## config.mk

```make
export PLATFORM = sky130hd
export DESIGN_NAME = timer16_capture_compare_regs
export DESIGN_NICKNAME = d
export VERILOG_FILES = /design/src/timer16_pkg.sv /design/src/capture_filter.sv /design/src/count_clock_select.sv /design/src/timer16_capture_compare_regs.sv
export VERILOG_INCLUDE_DIRS = /design/src /design/src/src
export SDC_FILE = /design/constraint.sdc
export NUM_CORES = 1
export LEC_CHECK = 0
export BUFFER_PORTS_ARGS = -buffer_cell sky130_fd_sc_hd__buf_4
export CELL_PAD_IN_SITES_DETAIL_PLACEMENT = 1
export CELL_PAD_IN_SITES_GLOBAL_PLACEMENT = 1
export CORE_MARGIN = 8
export CORE_UTILIZATION = 35
export CTS_BUF_LIST = sky130_fd_sc_hd__clkbuf_16
export DETAILED_ROUTE_END_ITERATION = 12
export PLACE_DENSITY_LB_ADDON = 0.25
export SLEW_MARGIN = 20
export SYNTH_ARGS = -nofsm -noshare
export SYNTH_HDL_FRONTEND = slang
export SYNTH_SLANG_ARGS = --single-unit
```

## constraint.sdc

```tcl
create_clock -name hclk -period 4.2 [get_ports hclk]
set_input_delay 0.84 -clock hclk [delete_from_list [all_inputs] [get_ports hclk]]
set_output_delay 0.84 -clock hclk [all_outputs]
set_load 0.05 [all_outputs]
```

## src/timer16_defines.svh

```systemverilog
// Register offsets, field positions, reset values and timing counts
`ifndef TIMER16_DEFINES_SVH
`define TIMER16_DEFINES_SVH

// ---------------------------------------------------------------------
// Register byte addresses (one aligned word each)
// ---------------------------------------------------------------------
`define OFF_CONTROL_A 12'h000
`define OFF_CONTROL_B 12'h004
`define OFF_COUNT_LO 12'h008
`define OFF_COUNT_HI 12'h00c
`define OFF_CMP_A_LO 12'h010
`define OFF_CMP_A_HI 12'h014
`define OFF_CMP_B_LO 12'h018
`define OFF_CMP_B_HI 12'h01c
`define OFF_CAPT_LO 12'h020
`define OFF_CAPT_HI 12'h024
`define OFF_IRQ_MASK 12'h028
`define OFF_IRQ_FLAG 12'h02c
`define OFF_IRQ_ACK 12'h030
`define OFF_CONTROL_X 12'h034

// ---------------------------------------------------------------------
// Field positions
// ---------------------------------------------------------------------
`define CB_FILTER 7
`define CB_EDGE 6
`define CB_RSVD 5
`define CA_FORCE_A 3
`define CA_FORCE_B 2
`define IRQ_CAPT 5
`define IRQ_CMPA 4
`define IRQ_CMPB 3
`define IRQ_OVF 2
`define TIMER1_IRQ_BITS 8'h3c
`define CX_GLOBAL 0
`define CX_ANALOG 1

// ---------------------------------------------------------------------
// Reset values and timing
// ---------------------------------------------------------------------
`define CONTROL_RESET 8'h00
`define MASK_RESET 8'h00
`define FLAG_RESET 8'h00
`define FILTER_SAMPLES 3'h4
`define TOP_8BIT 16'h00ff
`define TOP_9BIT 16'h01ff
`define TOP_10BIT 16'h03ff
`define TOP_MAX 16'hffff

`endif

```

## src/timer16_pkg.sv

```systemverilog
// Types shared by the timer files
package timer16_pkg;

   // ------------------------------------------------------------------
   // Clock select codes
   // ------------------------------------------------------------------
   typedef enum logic [2:0] {
      CS_STOP = 3'h0, CS_DIV1 = 3'h1, CS_DIV8 = 3'h2, CS_DIV64 = 3'h3,
      CS_DIV256 = 3'h4, CS_DIV1024 = 3'h5, CS_EXT_FALL = 3'h6,
      CS_EXT_RISE = 3'h7
   } clock_select_e;

   // ------------------------------------------------------------------
   // Bus slave states, one-hot
   // ------------------------------------------------------------------
   typedef enum logic [1:0] {
      BUS_IDLE = 2'b01,
      BUS_DATA = 2'b10
   } bus_state_e;

endpackage : timer16_pkg

```

## src/capture_filter.sv

```systemverilog
// Capture pin synchroniser, noise canceler and edge detector
`timescale 1ns/1ps
`include "timer16_defines.svh"

module capture_filter (
   input wire logic hclk, // Clock
   input wire logic hresetn, // Async reset, low
   input wire logic pin, // Raw capture pin
   input wire logic filter_on, // Noise canceler enable
   input wire logic rising, // 1 rising, 0 falling
   output logic trigger // One-cycle capture trigger
);
   logic sync1;
   logic sync2;
   logic [2:0] run;
   logic filt;
   logic last;
   logic chosen;
   wire differs = sync2 != filt;
   wire settled = differs && (run == `FILTER_SAMPLES - 3'h1);

   always_ff @(posedge hclk or negedge hresetn) begin
      if (!hresetn) begin
         sync1 <= 1'b0;
         sync2 <= 1'b0;
         run <= 3'h0;
         filt <= 1'b0;
         last <= 1'b0;
      end else begin
         sync1 <= pin;
         sync2 <= sync1;
         run <= differs && !settled ? run + 3'h1 : 3'h0;
         // Output moves after four equal samples
         if (settled)
            filt <= sync2; // see RL1
         else if (!filter_on)
            filt <= sync2;
         last <= chosen;
      end
   end

   // Filtered path lags by four samples
   assign chosen = filter_on ? filt : sync2; // see RL2
   assign trigger = rising ? (chosen && !last) : (!chosen && last); // see RL3

   a_filter_hold: assert property (@(posedge hclk) disable iff (!hresetn)
      filter_on && $past(filter_on) && !$past(settled)
      |-> filt == $past(filt)) // see RL1
      else $error("filtered input moved without four samples");

endmodule : capture_filter

```

## src/count_clock_select.sv

```systemverilog
// Prescaler and count clock enable generator
`timescale 1ns/1ps
`include "timer16_defines.svh"

module count_clock_select (
   input wire logic hclk, // Clock
   input wire logic hresetn, // Async reset, low
   input wire logic [2:0] sel, // Clock select field
   input wire logic ext_pin, // External count pin
   output logic tick // One-cycle count enable
);
   logic [9:0] pre;
   logic e1;
   logic e2;
   logic e3;
   wire ext_rise = e2 && !e3;
   wire ext_fall = !e2 && e3;
   logic next_tick;

   always_comb begin
      unique case (timer16_pkg::clock_select_e'(sel)) // see RL7
         timer16_pkg::CS_STOP: next_tick = 1'b0;
         timer16_pkg::CS_DIV1: next_tick = 1'b1;
         timer16_pkg::CS_DIV8: next_tick = pre[2:0] == 3'h7;
         timer16_pkg::CS_DIV64: next_tick = pre[5:0] == 6'h3f;
         timer16_pkg::CS_DIV256: next_tick = pre[7:0] == 8'hff;
         timer16_pkg::CS_DIV1024: next_tick = pre == 10'h3ff;
         // Pin sampled whatever its direction
         timer16_pkg::CS_EXT_FALL: next_tick = ext_fall; // see RL8 RL9
         timer16_pkg::CS_EXT_RISE: next_tick = ext_rise; // see RL8 RL9
      endcase
   end

   always_ff @(posedge hclk or negedge hresetn) begin
      if (!hresetn) begin
         pre <= 10'h000;
         e1 <= 1'b0;
         e2 <= 1'b0;
         e3 <= 1'b0;
      end else begin
         pre <= pre + 10'h001;
         e1 <= ext_pin;
         e2 <= e1;
         e3 <= e2;
      end
   end

   assign tick = next_tick;

   a_stop_no_tick: assert property (@(posedge hclk) disable iff (!hresetn)
      sel == 3'h0 |-> !tick) // see RL7
      else $error("tick while stopped");
   a_div8_spacing: assert property (@(posedge hclk) disable iff (!hresetn)
      sel == 3'h2 && tick ##1 sel == 3'h2 [*7] |-> !$past(tick)) // see RL7
      else $error("divide by 8 ticks too close");

endmodule : count_clock_select

```

## src/timer16_capture_compare_regs.sv

```systemverilog
// 16-bit timer with capture, two compares and AHB-Lite registers
//
// The implementer's own choices: the placing of the registers and the AHB-Lite slave port.
`timescale 1ns/1ps
`include "timer16_defines.svh"

// Summary of operation
// RL1: With filter on, capture input changes only after four equal samples.
// RL2: Filtered captures arrive four clock cycles later than unfiltered.
// RL3: Edge select bit zero means falling edge, one means rising.
// RL4: Capture trigger copies counter into capture register, sets capture flag.
// RL5: When capture register is TOP, the capture pin is ignored.
// RL6: Software writes zero to control bit 5; it reads zero.
// RL7: Clock select 000 stops; 001..101 divide by 1,8,64,256,1024.
// RL8: Codes 110 and 111 count falling or rising external pin edges.
// RL9: External pin counts even when driven as an output.
// RL10: All 16-bit registers share one high-byte latch.
// RL11: Counter write blocks compare match on the next timer tick.
// RL12: Both compare registers are compared with the counter always.
// RL13: Capture source is the pin or the analog comparator.
// RL14: Enabled flag with global enable raises its interrupt request.
// RL15: With capture register as TOP, capture flag sets at TOP.
// RL16: Compare flag sets on the tick after counter equals compare.
// RL17: A forced compare never sets the compare flag.
// RL18: Flags clear on vector acknowledge or writing one.
// RL19: Overflow flag sets per mode; MAX in normal and clear modes.
// RL20: Four-bit mode sets TOP, buffer update and overflow point.
// RL21: High byte written first to latch; low write commits; low read latches.
module timer16_capture_compare_regs (
   input wire logic hclk, // Bus and timer clock
   input wire logic hresetn, // Async reset, low
   input wire logic hsel, // Slave select
   input wire logic [31:0] haddr, // Address
   input wire logic [1:0] htrans, // Transfer type
   input wire logic hwrite, // Write
   input wire logic [2:0] hsize, // Size
   input wire logic [31:0] hwdata, // Write data
   input wire logic hready, // Bus ready
   output logic [31:0] hrdata, // Read data
   output logic hreadyout, // Slave ready
   output logic hresp, // Response
   input wire logic capture_input_pin, // Capture pin
   input wire logic analog_compare, // Analog comparator output
   input wire logic external_count_pin, // External count pin
   input wire logic [3:0] vector_ack, // Vector taken: capt,cmpa,cmpb,ovf
   output logic [3:0] irq_request, // Requests: capt,cmpa,cmpb,ovf
   output logic [1:0] compare_output_pin // Compare match strobes B,A
);
   // ------------------------------------------------------------------
   // State
   // ------------------------------------------------------------------
   timer16_pkg::bus_state_e bus_state;
   logic [11:0] addr_q;
   logic write_q;
   logic [7:0] control_a;
   logic [7:0] control_b;
   logic [7:0] control_x;
   logic [7:0] irq_mask_reg;
   logic [7:0] irq_flag_reg;
   logic [7:0] high_latch;
   logic [15:0] counter_value;
   logic [15:0] compare_a_value;
   logic [15:0] compare_b_value;
   logic [15:0] compare_a_buf;
   logic [15:0] compare_b_buf;
   logic [15:0] capture_register;
   logic count_down;
   logic block_match;
   logic [1:0] match_q;

   // ------------------------------------------------------------------
   // Bus decode
   // ------------------------------------------------------------------
   wire take = hsel && hready && htrans[1];
   wire in_data = bus_state == timer16_pkg::BUS_DATA;
   wire wr = in_data && write_q;
   wire rd_lo = in_data && !write_q;
   wire [7:0] wb = hwdata[7:0];
   wire wr_ctla = wr && addr_q == `OFF_CONTROL_A;
   wire wr_ctlb = wr && addr_q == `OFF_CONTROL_B;
   wire wr_ctlx = wr && addr_q == `OFF_CONTROL_X;
   wire wr_mask = wr && addr_q == `OFF_IRQ_MASK;
   wire wr_flag = wr && addr_q == `OFF_IRQ_FLAG;
   wire wr_cnt_lo = wr && addr_q == `OFF_COUNT_LO;
   wire wr_cmpa_lo = wr && addr_q == `OFF_CMP_A_LO;
   wire wr_cmpb_lo = wr && addr_q == `OFF_CMP_B_LO;
   wire wr_capt_lo = wr && addr_q == `OFF_CAPT_LO;
   wire wr_high = wr && (addr_q == `OFF_COUNT_HI ||
      addr_q == `OFF_CMP_A_HI || addr_q == `OFF_CMP_B_HI ||
      addr_q == `OFF_CAPT_HI);
   wire [15:0] wide_wr = {high_latch, wb};

   // ------------------------------------------------------------------
   // Mode decode
   // ------------------------------------------------------------------
   wire [3:0] waveform_mode_field = {control_b[4:3], control_a[1:0]};
   wire [1:0] waveform_mode_upper = control_b[4:3];
   wire mode_normal = waveform_mode_field == 4'h0;
   wire mode_ctc_a = waveform_mode_field == 4'h4;
   wire mode_ctc_i = waveform_mode_field == 4'hc;
   wire mode_fast = waveform_mode_field inside {4'h5, 4'h6, 4'h7, 4'he,
      4'hf};
   wire mode_dual = waveform_mode_field inside {4'h1, 4'h2, 4'h3, 4'h8,
      4'h9, 4'ha, 4'hb};
   wire update_at_top = waveform_mode_field inside {4'h1, 4'h2, 4'h3,
      4'ha, 4'hb};
   wire nonpwm = mode_normal || mode_ctc_a || mode_ctc_i;
   wire top_is_capt = waveform_mode_field inside {4'h8, 4'ha, 4'hc, 4'he};
   wire top_is_cmpa = waveform_mode_field inside {4'h4, 4'h9, 4'hb, 4'hf};
   wire [1:0] fixed_width = waveform_mode_field[1:0];
   wire [15:0] fixed_top = fixed_width == 2'h1 ? `TOP_8BIT :
      fixed_width == 2'h2 ? `TOP_9BIT : `TOP_10BIT;
   wire [15:0] top_value = top_is_capt ? capture_register : // see RL20
      top_is_cmpa ? compare_a_value : mode_normal ? `TOP_MAX : fixed_top;
   wire at_top = counter_value == top_value;
   wire at_bottom = counter_value == 16'h0000;
   wire at_max = counter_value == `TOP_MAX;

   // ------------------------------------------------------------------
   // Count clock and capture source
   // ------------------------------------------------------------------
   logic tick;
   logic pin_trigger;
   logic an1;
   logic an2;
   wire capture_source = control_x[`CX_ANALOG] ? an2 : // see RL13
      capture_input_pin;

   count_clock_select u_clk (
      .hclk(hclk),
      .hresetn(hresetn),
      .sel(control_b[2:0]),
      .ext_pin(external_count_pin),
      .tick(tick)
   );

   capture_filter u_capt (
      .hclk(hclk),
      .hresetn(hresetn),
      .pin(capture_source),
      .filter_on(control_b[`CB_FILTER]),
      .rising(control_b[`CB_EDGE]),
      .trigger(pin_trigger)
   );

   wire capture_now = pin_trigger && !top_is_capt; // see RL5
   wire top_flag_capt = tick && top_is_capt && at_top; // see RL15

   // ------------------------------------------------------------------
   // Counter sequence
   // ------------------------------------------------------------------
   wire turn = tick && at_top;
   logic [15:0] next_count;
   logic next_down;
   always_comb begin
      next_count = counter_value;
      next_down = count_down;
      if (tick) begin
         if (mode_dual) begin
            if (!count_down && at_top) begin
               next_down = 1'b1;
               next_count = counter_value - 16'h0001;
            end else if (count_down && at_bottom) begin
               next_down = 1'b0;
               next_count = counter_value + 16'h0001;
            end else begin
               next_count = count_down ? counter_value - 16'h0001 :
                  counter_value + 16'h0001;
            end
         end else begin
            next_down = 1'b0;
            next_count = at_top ? 16'h0000 : counter_value + 16'h0001;
         end
      end
   end

   // ------------------------------------------------------------------
   // Compare and overflow events
   // ------------------------------------------------------------------
   wire [1:0] equal = {counter_value == compare_b_value,
      counter_value == compare_a_value}; // see RL12
   wire [1:0] set_cmp = tick && !block_match ? match_q : 2'b00; // see RL16
   wire ovf_event = tick && (nonpwm ? at_max :
      mode_fast ? at_top : (count_down && at_bottom)); // see RL19 RL20
   wire buf_load = nonpwm ? 1'b0 : update_at_top ? turn :
      (tick && at_bottom && !mode_fast) || (mode_fast && turn);
   wire [1:0] force_strobe = wr_ctla && nonpwm ?
      {wb[`CA_FORCE_B], wb[`CA_FORCE_A]} : 2'b00;

   wire [7:0] flag_set = {2'b00, capture_now || top_flag_capt,
      set_cmp[0], set_cmp[1], ovf_event, 2'b00}; // see RL4 RL17
   wire [7:0] flag_clr = (wr_flag ? wb : 8'h00) |
      {2'b00, vector_ack, 2'b00};
   wire [7:0] next_flags = (irq_flag_reg & ~flag_clr | flag_set)
      & `TIMER1_IRQ_BITS; // see RL18
   wire [7:0] pending = next_flags & irq_mask_reg;

   // ------------------------------------------------------------------
   // Read mux
   // ------------------------------------------------------------------
   logic [7:0] rd_byte;
   logic [7:0] rd_high;
   always_comb begin
      rd_high = 8'h00;
      unique case (addr_q)
         `OFF_CONTROL_A: rd_byte = control_a & 8'hf3;
         `OFF_CONTROL_B: rd_byte = control_b & 8'hdf; // see RL6
         `OFF_CONTROL_X: rd_byte = control_x;
         `OFF_IRQ_MASK: rd_byte = irq_mask_reg;
         `OFF_IRQ_FLAG: rd_byte = irq_flag_reg;
         `OFF_COUNT_LO: {rd_high, rd_byte} = counter_value;
         `OFF_CMP_A_LO: {rd_high, rd_byte} = compare_a_buf;
         `OFF_CMP_B_LO: {rd_high, rd_byte} = compare_b_buf;
         `OFF_CAPT_LO: {rd_high, rd_byte} = capture_register;
         `OFF_COUNT_HI, `OFF_CMP_A_HI, `OFF_CMP_B_HI,
         `OFF_CAPT_HI: rd_byte = high_latch;
         default: rd_byte = 8'h00;
      endcase
   end
   wire lo_read = rd_lo && addr_q inside {`OFF_COUNT_LO, `OFF_CMP_A_LO,
      `OFF_CMP_B_LO, `OFF_CAPT_LO};

   // ------------------------------------------------------------------
   // Bus slave
   // ------------------------------------------------------------------
   always_ff @(posedge hclk or negedge hresetn) begin
      if (!hresetn) begin
         bus_state <= timer16_pkg::BUS_IDLE;
         addr_q <= 12'h000;
         write_q <= 1'b0;
         hrdata <= 32'h00000000;
      end else begin
         bus_state <= take ? timer16_pkg::BUS_DATA : timer16_pkg::BUS_IDLE;
         addr_q <= take ? {haddr[11:2], 2'b00} : addr_q;
         write_q <= take && hwrite;
         hrdata <= take && !hwrite ? 32'h00000000 : hrdata;
         if (rd_lo)
            hrdata <= {24'h000000, rd_byte};
      end
   end
   assign hreadyout = 1'b1;
   assign hresp = 1'b0;

   // ------------------------------------------------------------------
   // Control registers and high-byte latch
   // ------------------------------------------------------------------
   always_ff @(posedge hclk or negedge hresetn) begin
      if (!hresetn) begin
         control_a <= `CONTROL_RESET;
         control_b <= `CONTROL_RESET;
         control_x <= `CONTROL_RESET;
         irq_mask_reg <= `MASK_RESET;
         irq_flag_reg <= `FLAG_RESET;
         high_latch <= 8'h00;
         an1 <= 1'b0;
         an2 <= 1'b0;
      end else begin
         an1 <= analog_compare;
         an2 <= an1;
         if (wr_ctla)
            control_a <= wb & 8'hf3;
         if (wr_ctlb)
            control_b <= wb & 8'hdf; // see RL6
         if (wr_ctlx)
            control_x <= wb & 8'h03;
         if (wr_mask)
            irq_mask_reg <= wb;
         irq_flag_reg <= next_flags;
         if (wr_high)
            high_latch <= wb; // see RL21
         else if (lo_read)
            high_latch <= rd_high; // see RL10 RL21
      end
   end

   // ------------------------------------------------------------------
   // Timer datapath
   // ------------------------------------------------------------------
   always_ff @(posedge hclk or negedge hresetn) begin
      if (!hresetn) begin
         counter_value <= 16'h0000;
         count_down <= 1'b0;
         compare_a_value <= 16'h0000;
         compare_b_value <= 16'h0000;
         compare_a_buf <= 16'h0000;
         compare_b_buf <= 16'h0000;
         capture_register <= 16'h0000;
         block_match <= 1'b0;
         match_q <= 2'b00;
         irq_request <= 4'h0;
         compare_output_pin <= 2'b00;
      end else begin
         counter_value <= wr_cnt_lo ? wide_wr : next_count; // see RL10
         count_down <= next_down;
         if (wr_cnt_lo)
            block_match <= 1'b1; // see RL11
         else if (tick)
            block_match <= 1'b0;
         if (tick)
            match_q <= wr_cnt_lo ? 2'b00 : equal;
         if (wr_cmpa_lo)
            compare_a_buf <= wide_wr;
         if (wr_cmpb_lo)
            compare_b_buf <= wide_wr;
         if (nonpwm && wr_cmpa_lo)
            compare_a_value <= wide_wr;
         else if (buf_load)
            compare_a_value <= compare_a_buf;
         if (nonpwm && wr_cmpb_lo)
            compare_b_value <= wide_wr;
         else if (buf_load)
            compare_b_value <= compare_b_buf;
         if (wr_capt_lo && top_is_capt)
            capture_register <= wide_wr;
         else if (capture_now)
            capture_register <= counter_value; // see RL4
         irq_request <= control_x[`CX_GLOBAL] ? {pending[`IRQ_CAPT],
            pending[`IRQ_CMPA], pending[`IRQ_CMPB], pending[`IRQ_OVF]}
            : 4'h0; // see RL14
         compare_output_pin <= {set_cmp[1] | force_strobe[1],
            set_cmp[0] | force_strobe[0]}; // see RL12
      end
   end

   // ------------------------------------------------------------------
   // Checks
   // ------------------------------------------------------------------
   a_capture_copy: assert property (@(posedge hclk) disable iff (!hresetn)
      capture_now && !wr_capt_lo |=> capture_register == $past(counter_value)
      && irq_flag_reg[`IRQ_CAPT]) // see RL4
      else $error("capture did not copy counter");
   a_capt_top_off: assert property (@(posedge hclk) disable iff (!hresetn)
      top_is_capt && !wr_capt_lo |=> $stable(capture_register)) // see RL5
      else $error("capture register moved while TOP");
   a_write_blocks: assert property (@(posedge hclk) disable iff (!hresetn)
      wr_cnt_lo |=> !set_cmp[0] && !set_cmp[1]) // see RL11
      else $error("match after counter write");
   a_force_no_flag: assert property (@(posedge hclk) disable iff (!hresetn)
      force_strobe[0] && !set_cmp[0] && !irq_flag_reg[`IRQ_CMPA]
      |=> !irq_flag_reg[`IRQ_CMPA]) // see RL17
      else $error("forced compare set flag");
   a_flag_clear: assert property (@(posedge hclk) disable iff (!hresetn)
      wr_flag && wb[`IRQ_OVF] && !ovf_event |=> !irq_flag_reg[`IRQ_OVF])
      // see RL18
      else $error("overflow flag not cleared");
   a_normal_ovf: assert property (@(posedge hclk) disable iff (!hresetn)
      mode_normal && tick && at_max && !wr_flag && !vector_ack[0]
      |=> irq_flag_reg[`IRQ_OVF] && counter_value == 16'h0000) // see RL19
      else $error("normal mode overflow missed");
   a_irq_gate: assert property (@(posedge hclk) disable iff (!hresetn)
      !control_x[`CX_GLOBAL] |=> irq_request == 4'h0) // see RL14
      else $error("request without global enable");
   a_ctlb_rsvd: assert property (@(posedge hclk) disable iff (!hresetn)
      !control_b[`CB_RSVD]) // see RL6
      else $error("reserved bit stored");

   c_capture: cover property (@(posedge hclk) disable iff (!hresetn)
      capture_now);
   c_cmp_a: cover property (@(posedge hclk) disable iff (!hresetn)
      set_cmp[0]);
   c_ovf: cover property (@(posedge hclk) disable iff (!hresetn)
      ovf_event ##1 irq_request[0]);

endmodule : timer16_capture_compare_regs

```

==> metrics.cfg, run 1 <==
[timing]
setup_viol = 0
fin_skew_ns = 0.0159
fin_crit_ns = 3.71
tns_ns = 0
rsz0062_at_grt = no
fmax_ghz = 0.270
hold_violations = 0
slew_viol_final = 0
period_share = 0.882
postLayoutSetupSlackWorst_ns = 0.495
worst_pin_slew_ns = 1.16
max-slew-margin-rel = 0.222

[drt]
wl_per_cell_um = 23.6
dr.pass1.iters = 5
ant_nets = 0
viasPerCell = 5.79
drt-total-wl_um = 36100
vias = 8829
first_iter_violations = 686
drcViolationCount = 0

[floorplanning]
die_w_um = 190
ios = 121
die_area_um2 = 36000
initial_utilization = 0.356
die_h_um = 190
core_um2 = 29600
rows = 63

[logic_synthesis]
synth_common_cells = 183 x dfrtp_1, 116 x nand2_1, 87 x nor2_1, 74 x mux2_2, 43 x clkbuf_1
synth_most_common_cell = dfrtp_1
synth-simple-area-share = 0.167
yosys.cell_types.count = 79
synth_edf_count = 0
synth.avg_cell_area_um2 = 9.57
synth_xor_area_frac = 0.0382
yosysWarningCount = 0
syn_inst = 1103
synth.area.top_cells = dfrtp_1 43%, mux2_2 7.9%, nand2_1 4.1%
post-synth-top-area-fraction = 0.434
synth_fa_ha_area_frac = 0.0119
ys_seq_area_frac = 0.436
netlist_area_um2 = 10600
synth_top_family_by_area = compound AO/OA/AOI/OAI gates
ys_async_sr_fraction = 1.00
ys_ff_latch = 184
synth_top_cell_by_area = dfrtp_1
synth_top_flop_cell = dfrtp_1
muxShareOfSynthArea = 0.106
synth_compound_area_frac = 0.179

[setup_path]
arrival_ns = 4.05
worstSetupPathType = flip-flop to flip-flop
cp-start-kind = flip-flop
required_ns = 4.54
crit_path_end_kind = flip-flop
critPathMaxFanout = 16

[clock_network]
cts_tree = built
cts-hold-fix-buffers = 0
root_buffer = clkbuf_16
insertion_delay_ns = 0.44
h-tree-depth = 4
cts_setup_buffers = 0
clk_pin_slew_ns = 0.08
cts_resized = 0
cts_inserted_buffers = 17
cts_sinks = 184
clockBufferDepth = 2

[pwr]
ir_drop_mv = 0.213
p_total_mw = 3.91
powerDensity_nw_per_um2 = 330
leakagePower_nw = 5.60

[global_routing]
antenna_found_initial = 0
grt_overflow = 0
grt_pass1_vias = 9198
grt_max_degree = 116
grt_pass1_wl_um = 57200
grt_use_total = 0.205

[job]
maxCapViolCount = 0

[place]
preCtsSetupSlack_ns = 0.548
gp_congestion = 0.913
post-dp-hpwl_um = 26600
io_buffer_count = 44

[cells_and_area]
nNetsFinal = 1214
diodes = 0
drive_gt1_frac = 0.182
syn2layout_area_growth_pct = 12.3
final_util = 0.400

[status]
status = complete, no violations

[hold_path]
hold_class = flip-flop to flip-flop

## layout by cell type (no fill, tap or decap), types with 5 or more instances in the layout
| cell | count |
|---|---|
| a211oi_1 | 6 |
| a21o_1 | 19 |
| a21oi_1 | 35 |
| a221o_1 | 9 |
| a221oi_1 | 13 |
| a222oi_1 | 7 |
| a22o_1 | 16 |
| a22oi_1 | 24 |
| a31oi_1 | 16 |
| a32oi_1 | 5 |
| and2_1 | 6 |
| and3_1 | 20 |
| buf_4 | 81 |
| clkbuf_16 | 17 |
| conb_1 | 26 |
| dfrtp_1 | 183 |
| ha_1 | 10 |
| inv_1 | 26 |
| mux2_2 | 74 |
| mux2i_1 | 28 |
| nand2_1 | 116 |
| nand2b_1 | 12 |
| nand3_1 | 35 |
| nand3b_1 | 7 |
| nand4_1 | 6 |
| nor2_1 | 87 |
| nor2b_1 | 5 |
| nor3_1 | 26 |
| nor4_1 | 12 |
| o211ai_1 | 13 |
| o21a_1 | 11 |
| o21ai_0 | 38 |
| o22ai_1 | 5 |
| or3_1 | 9 |
| xnor2_1 | 16 |
| xor2_1 | 30 |
## final timing paths
check                        startpoint               end  slack (ns)  depth (start not counted)
max                        control_a[0]  counter_value[2]        0.49                         15
min                                 an1               an2        0.36                          0
max reg2reg                control_a[0]  counter_value[2]        0.49                         15
min reg2reg                         an1               an2        0.36                          0
max in group asynchronous       hresetn      control_a[6]        2.73                          2
min in group asynchronous       hresetn         addr_q[8]        0.51                          1
## layout make-up
class	count	area, um^2
fillers	3438	17800
flip-flops and latches	184	4610
clock inverters	15	171
repair buffers	83	642
clock buffers	17	425
inverters	29	109
multi-input cells	808	5410
well taps	390	488
## cell families after synthesis
family / after synthesis
AO/OA/AOI/OAI: 260
multiplexers: 102
buffers and inverters: 135
flip-flops: 184
AND/OR/NAND/NOR: 364
XOR/XNOR: 46
other: 2
adder cells (fa/ha/maj): 10
## layer usage
layer / global-route usage / vias to the layer above / part of all wire
li1: - / 3997 / -
met1: 0.281 / 4532 / 0.45
met2: 0.331 / 247 / 0.47
met3: 0.0280 / 53 / 0.051
met4: 0.0643 / 0 / 0.025
met5: 0 / - / 0
## where the power goes
part | switching (mW) | internal [mW] | leakage (nW)
registers | 0.0527 | 1.82 | 2.40
clock network | 0.858 | 0.807 | 0.290
logic | 0.247 | 0.123 | 2.90
total | 1.16 | 2.75 | 5.60
## metrics by stage
step	std cells	instance area (um^2)	hold slack [ns]
global placement	1494	11300	0.333
global route	1526	11800	0.381
CTS	1526	11800	0.365
floorplan	1127	10600	0.331
finish	1526	11800	0.359
detailed placement	1494	11300	0.345
## critical path, stage by stage, from the launching register on
cell and delay (ns):
dfrtp_1 0.43, inv_1 0.10, ha_1 0.36, o21ai_2 0.17
buf_4 0.22, o21a_1 0.19, a22oi_1 0.21, o311a_1 0.23
o2111a_1 0.25, nand4_1 0.18, buf_4 0.26, o31ai_4 0.21
buf_4 0.27, a22o_1 0.18, nor3_1 0.05, nor4_2 0.28
(Power assumes the default switching activity.)
==> inputs of run 2 (changes only) <==
==> constraint.sdc (replaced) <==
create_clock -name hclk -period 4.8 [get_ports hclk]
set_input_delay 0.96 -clock hclk [delete_from_list [all_inputs] [get_ports hclk]]
set_output_delay 0.96 -clock hclk [all_outputs]
set_load 0.01 [all_outputs]
==> metrics.cfg, run 2 (synthesis gave the netlist of run 1 again) <==
[status]
status = complete, no violations  ; unchanged

[clock_network]
h-tree-depth = 4  ; unchanged
cts_tree = built  ; unchanged
cts_resized = 0  ; unchanged
root_buffer = clkbuf_16  ; unchanged
cts-hold-fix-buffers = 0  ; unchanged
cts_inserted_buffers = 17  ; unchanged
cts_sinks = 184  ; unchanged
clockBufferDepth = 2  ; unchanged
insertion_delay_ns = 0.45  ; was 0.44 ns
clk_pin_slew_ns = 0.08  ; about the same
cts_setup_buffers = 0  ; unchanged

[floorplanning]
die_h_um = 190  ; unchanged
rows = 63  ; unchanged
die_w_um = 190  ; unchanged
core_um2 = 29600  ; unchanged
ios = 121  ; unchanged
initial_utilization = 0.356  ; unchanged
die_area_um2 = 36000  ; unchanged

[timing]
hold_slack_ns = 0.358  ; was 0.359 ns
hold_violations = 0  ; unchanged
rsz0062_at_grt = no  ; unchanged
fmax_ghz = 0.246  ; was 0.270 GHz
period_share = 0.846  ; was 0.882
fin_skew_ns = 0.0227  ; was 0.0159 ns
worst_pin_slew_ns = 1.07  ; was 1.16 ns
max-slew-margin-rel = 0.281  ; was 0.222
tns_ns = 0  ; unchanged
slew_viol_final = 0  ; unchanged
setup_viol = 0  ; unchanged
fin_crit_ns = 4.06  ; was 3.71 ns

[job]
maxCapViolCount = 0  ; unchanged

[drt]
drt-total-wl_um = 36400  ; was 36100 um
vias = 8970  ; was 8829
first_iter_violations = 783  ; was 686
ant_nets = 0  ; unchanged
dr.pass1.iters = 5  ; unchanged
drcViolationCount = 0  ; unchanged
viasPerCell = 5.94  ; was 5.79
wl_per_cell_um = 24.1  ; was 23.6 um

[setup_path]
r2r_slack_ns = 0.74  ; was 0.49 ns
r2r_cells = 13  ; was 15
arrival_ns = 4.41  ; was 4.05 ns
worstSetupPathType = flip-flop to flip-flop  ; unchanged
crit_end = counter_value[2]  ; unchanged
crit_path_end_kind = flip-flop  ; unchanged
cp-startpoint = control_a[0]  ; unchanged
required_ns = 5.15  ; was 4.54 ns
cp-start-kind = flip-flop  ; unchanged
r2r-end = counter_value[2]  ; unchanged
rr_startpoint = control_a[0]  ; unchanged
critPathMaxFanout = 19  ; was 16

[global_routing]
antenna_found_initial = 1  ; was 0
grt_overflow = 0  ; unchanged
grt_use_total = 0.204  ; was 0.205
grt_pass1_wl_um = 57100  ; was 57200 um
grt_max_degree = 119  ; was 116
grt_pass1_vias = 9277  ; was 9198

[place]
dpl_cell_area_um2 = 11100  ; was 11300 um^2
io_buffer_count = 44  ; unchanged
post-dp-hpwl_um = 26300  ; was 26600 um
gp_congestion = 0.884  ; was 0.913

[cells_and_area]
layout_commonest_cell = dfrtp_1  ; unchanged
diodes = 0  ; unchanged
final_util = 0.397  ; was 0.400
final_area_um2 = 11800  ; about the same
nNetsFinal = 1199  ; was 1214
syn2layout_area_growth_pct = 11.4  ; was 12.3%
drive_gt1_frac = 0.172  ; was 0.182
mostFrequentLayoutCells = 183 x dfrtp_1, 116 x nand2_1, 86 x nor2_1  ; was 183 x dfrtp_1, 116 x nand2_1, 87 x nor2_1

[pwr]
ir_drop_mv = 0.220  ; was 0.213 mV
p_total_mw = 3.37  ; was 3.91 mW
powerDensity_nw_per_um2 = 287  ; was 330 nW/um^2
leakagePower_nw = 5.54  ; was 5.60 nW

[hold_path]
hold_class = flip-flop to flip-flop  ; unchanged

[run 2: cell count changes in the layout (fill, tap and decap cells not counted)]
cell,delta
buf_4,-15
clkinv_8,+2
inv_6,-2
clkinv_1,-1
clkinvlp_4,+1
inv_1,+1
inv_8,-1
nor2_1,-1
nor2_2,+1
nor3_2,-1
nor3_4,+1
[run 2: how the worst min path moves through the flow]
stage	from	end	slack, ns	cells after the start
floorplan	an1	an2	0.33	0
finish	an1	an2	0.36	0
CTS	an1	an2	0.36	0
global route	an1	an2	0.38	0
detailed placement	an1	an2	0.34	0
global placement	an1	an2	0.33	0
[run 2: final cells by class]
type                       count  area [um^2]
fill                        3438        17900
clock inverter                15          183
multi-input combinational    808         5420
timing repair buffer          68          529
clock buffer                  17          425
inverter                      29          109
sequential                   184         4610
tap                          390          488
[run 2: where the power goes]
part           switching (mW)  internal [mW]
Sequential             0.0632           1.59
Combinational           0.162          0.105
Clock                   0.741          0.707
[run 2: layer usage]
layer / vias up / global-route usage / wire length [um]
li1: 3971 / - / -
met1: 4688 / 0.282 / 16500
met2: 256 / 0.327 / 17400
met3: 55 / 0.0286 / 1610
met4: 0 / 0.0655 / 801
met5: - / 0 / 0
[run 2: per-stage QoR]
| step | std cells | setup slack (ns) |
|---|---|---|
| after floorplan | 1127 | 1.78 |
| after global placement | 1479 | 0.903 |
| after detailed placement | 1479 | 0.816 |
| after CTS | 1511 | 0.807 |
| after global routing | 1511 | 0.546 |
| final | 1511 | 0.741 |
[run 2: worst max-delay path, stage by stage, from the launching register on]
cell and delay, ns:
dfrtp_1 0.43, inv_1 0.09, ha_1 0.32, o21ai_2 0.63, a21oi_1 0.15, a2111oi_1 0.30
o311ai_1 0.17, nor4_2 0.29, nand4_1 0.18, buf_4 0.27, o31ai_4 0.55, a22o_1 0.23
nor3_1 0.05, nor4_2 0.28
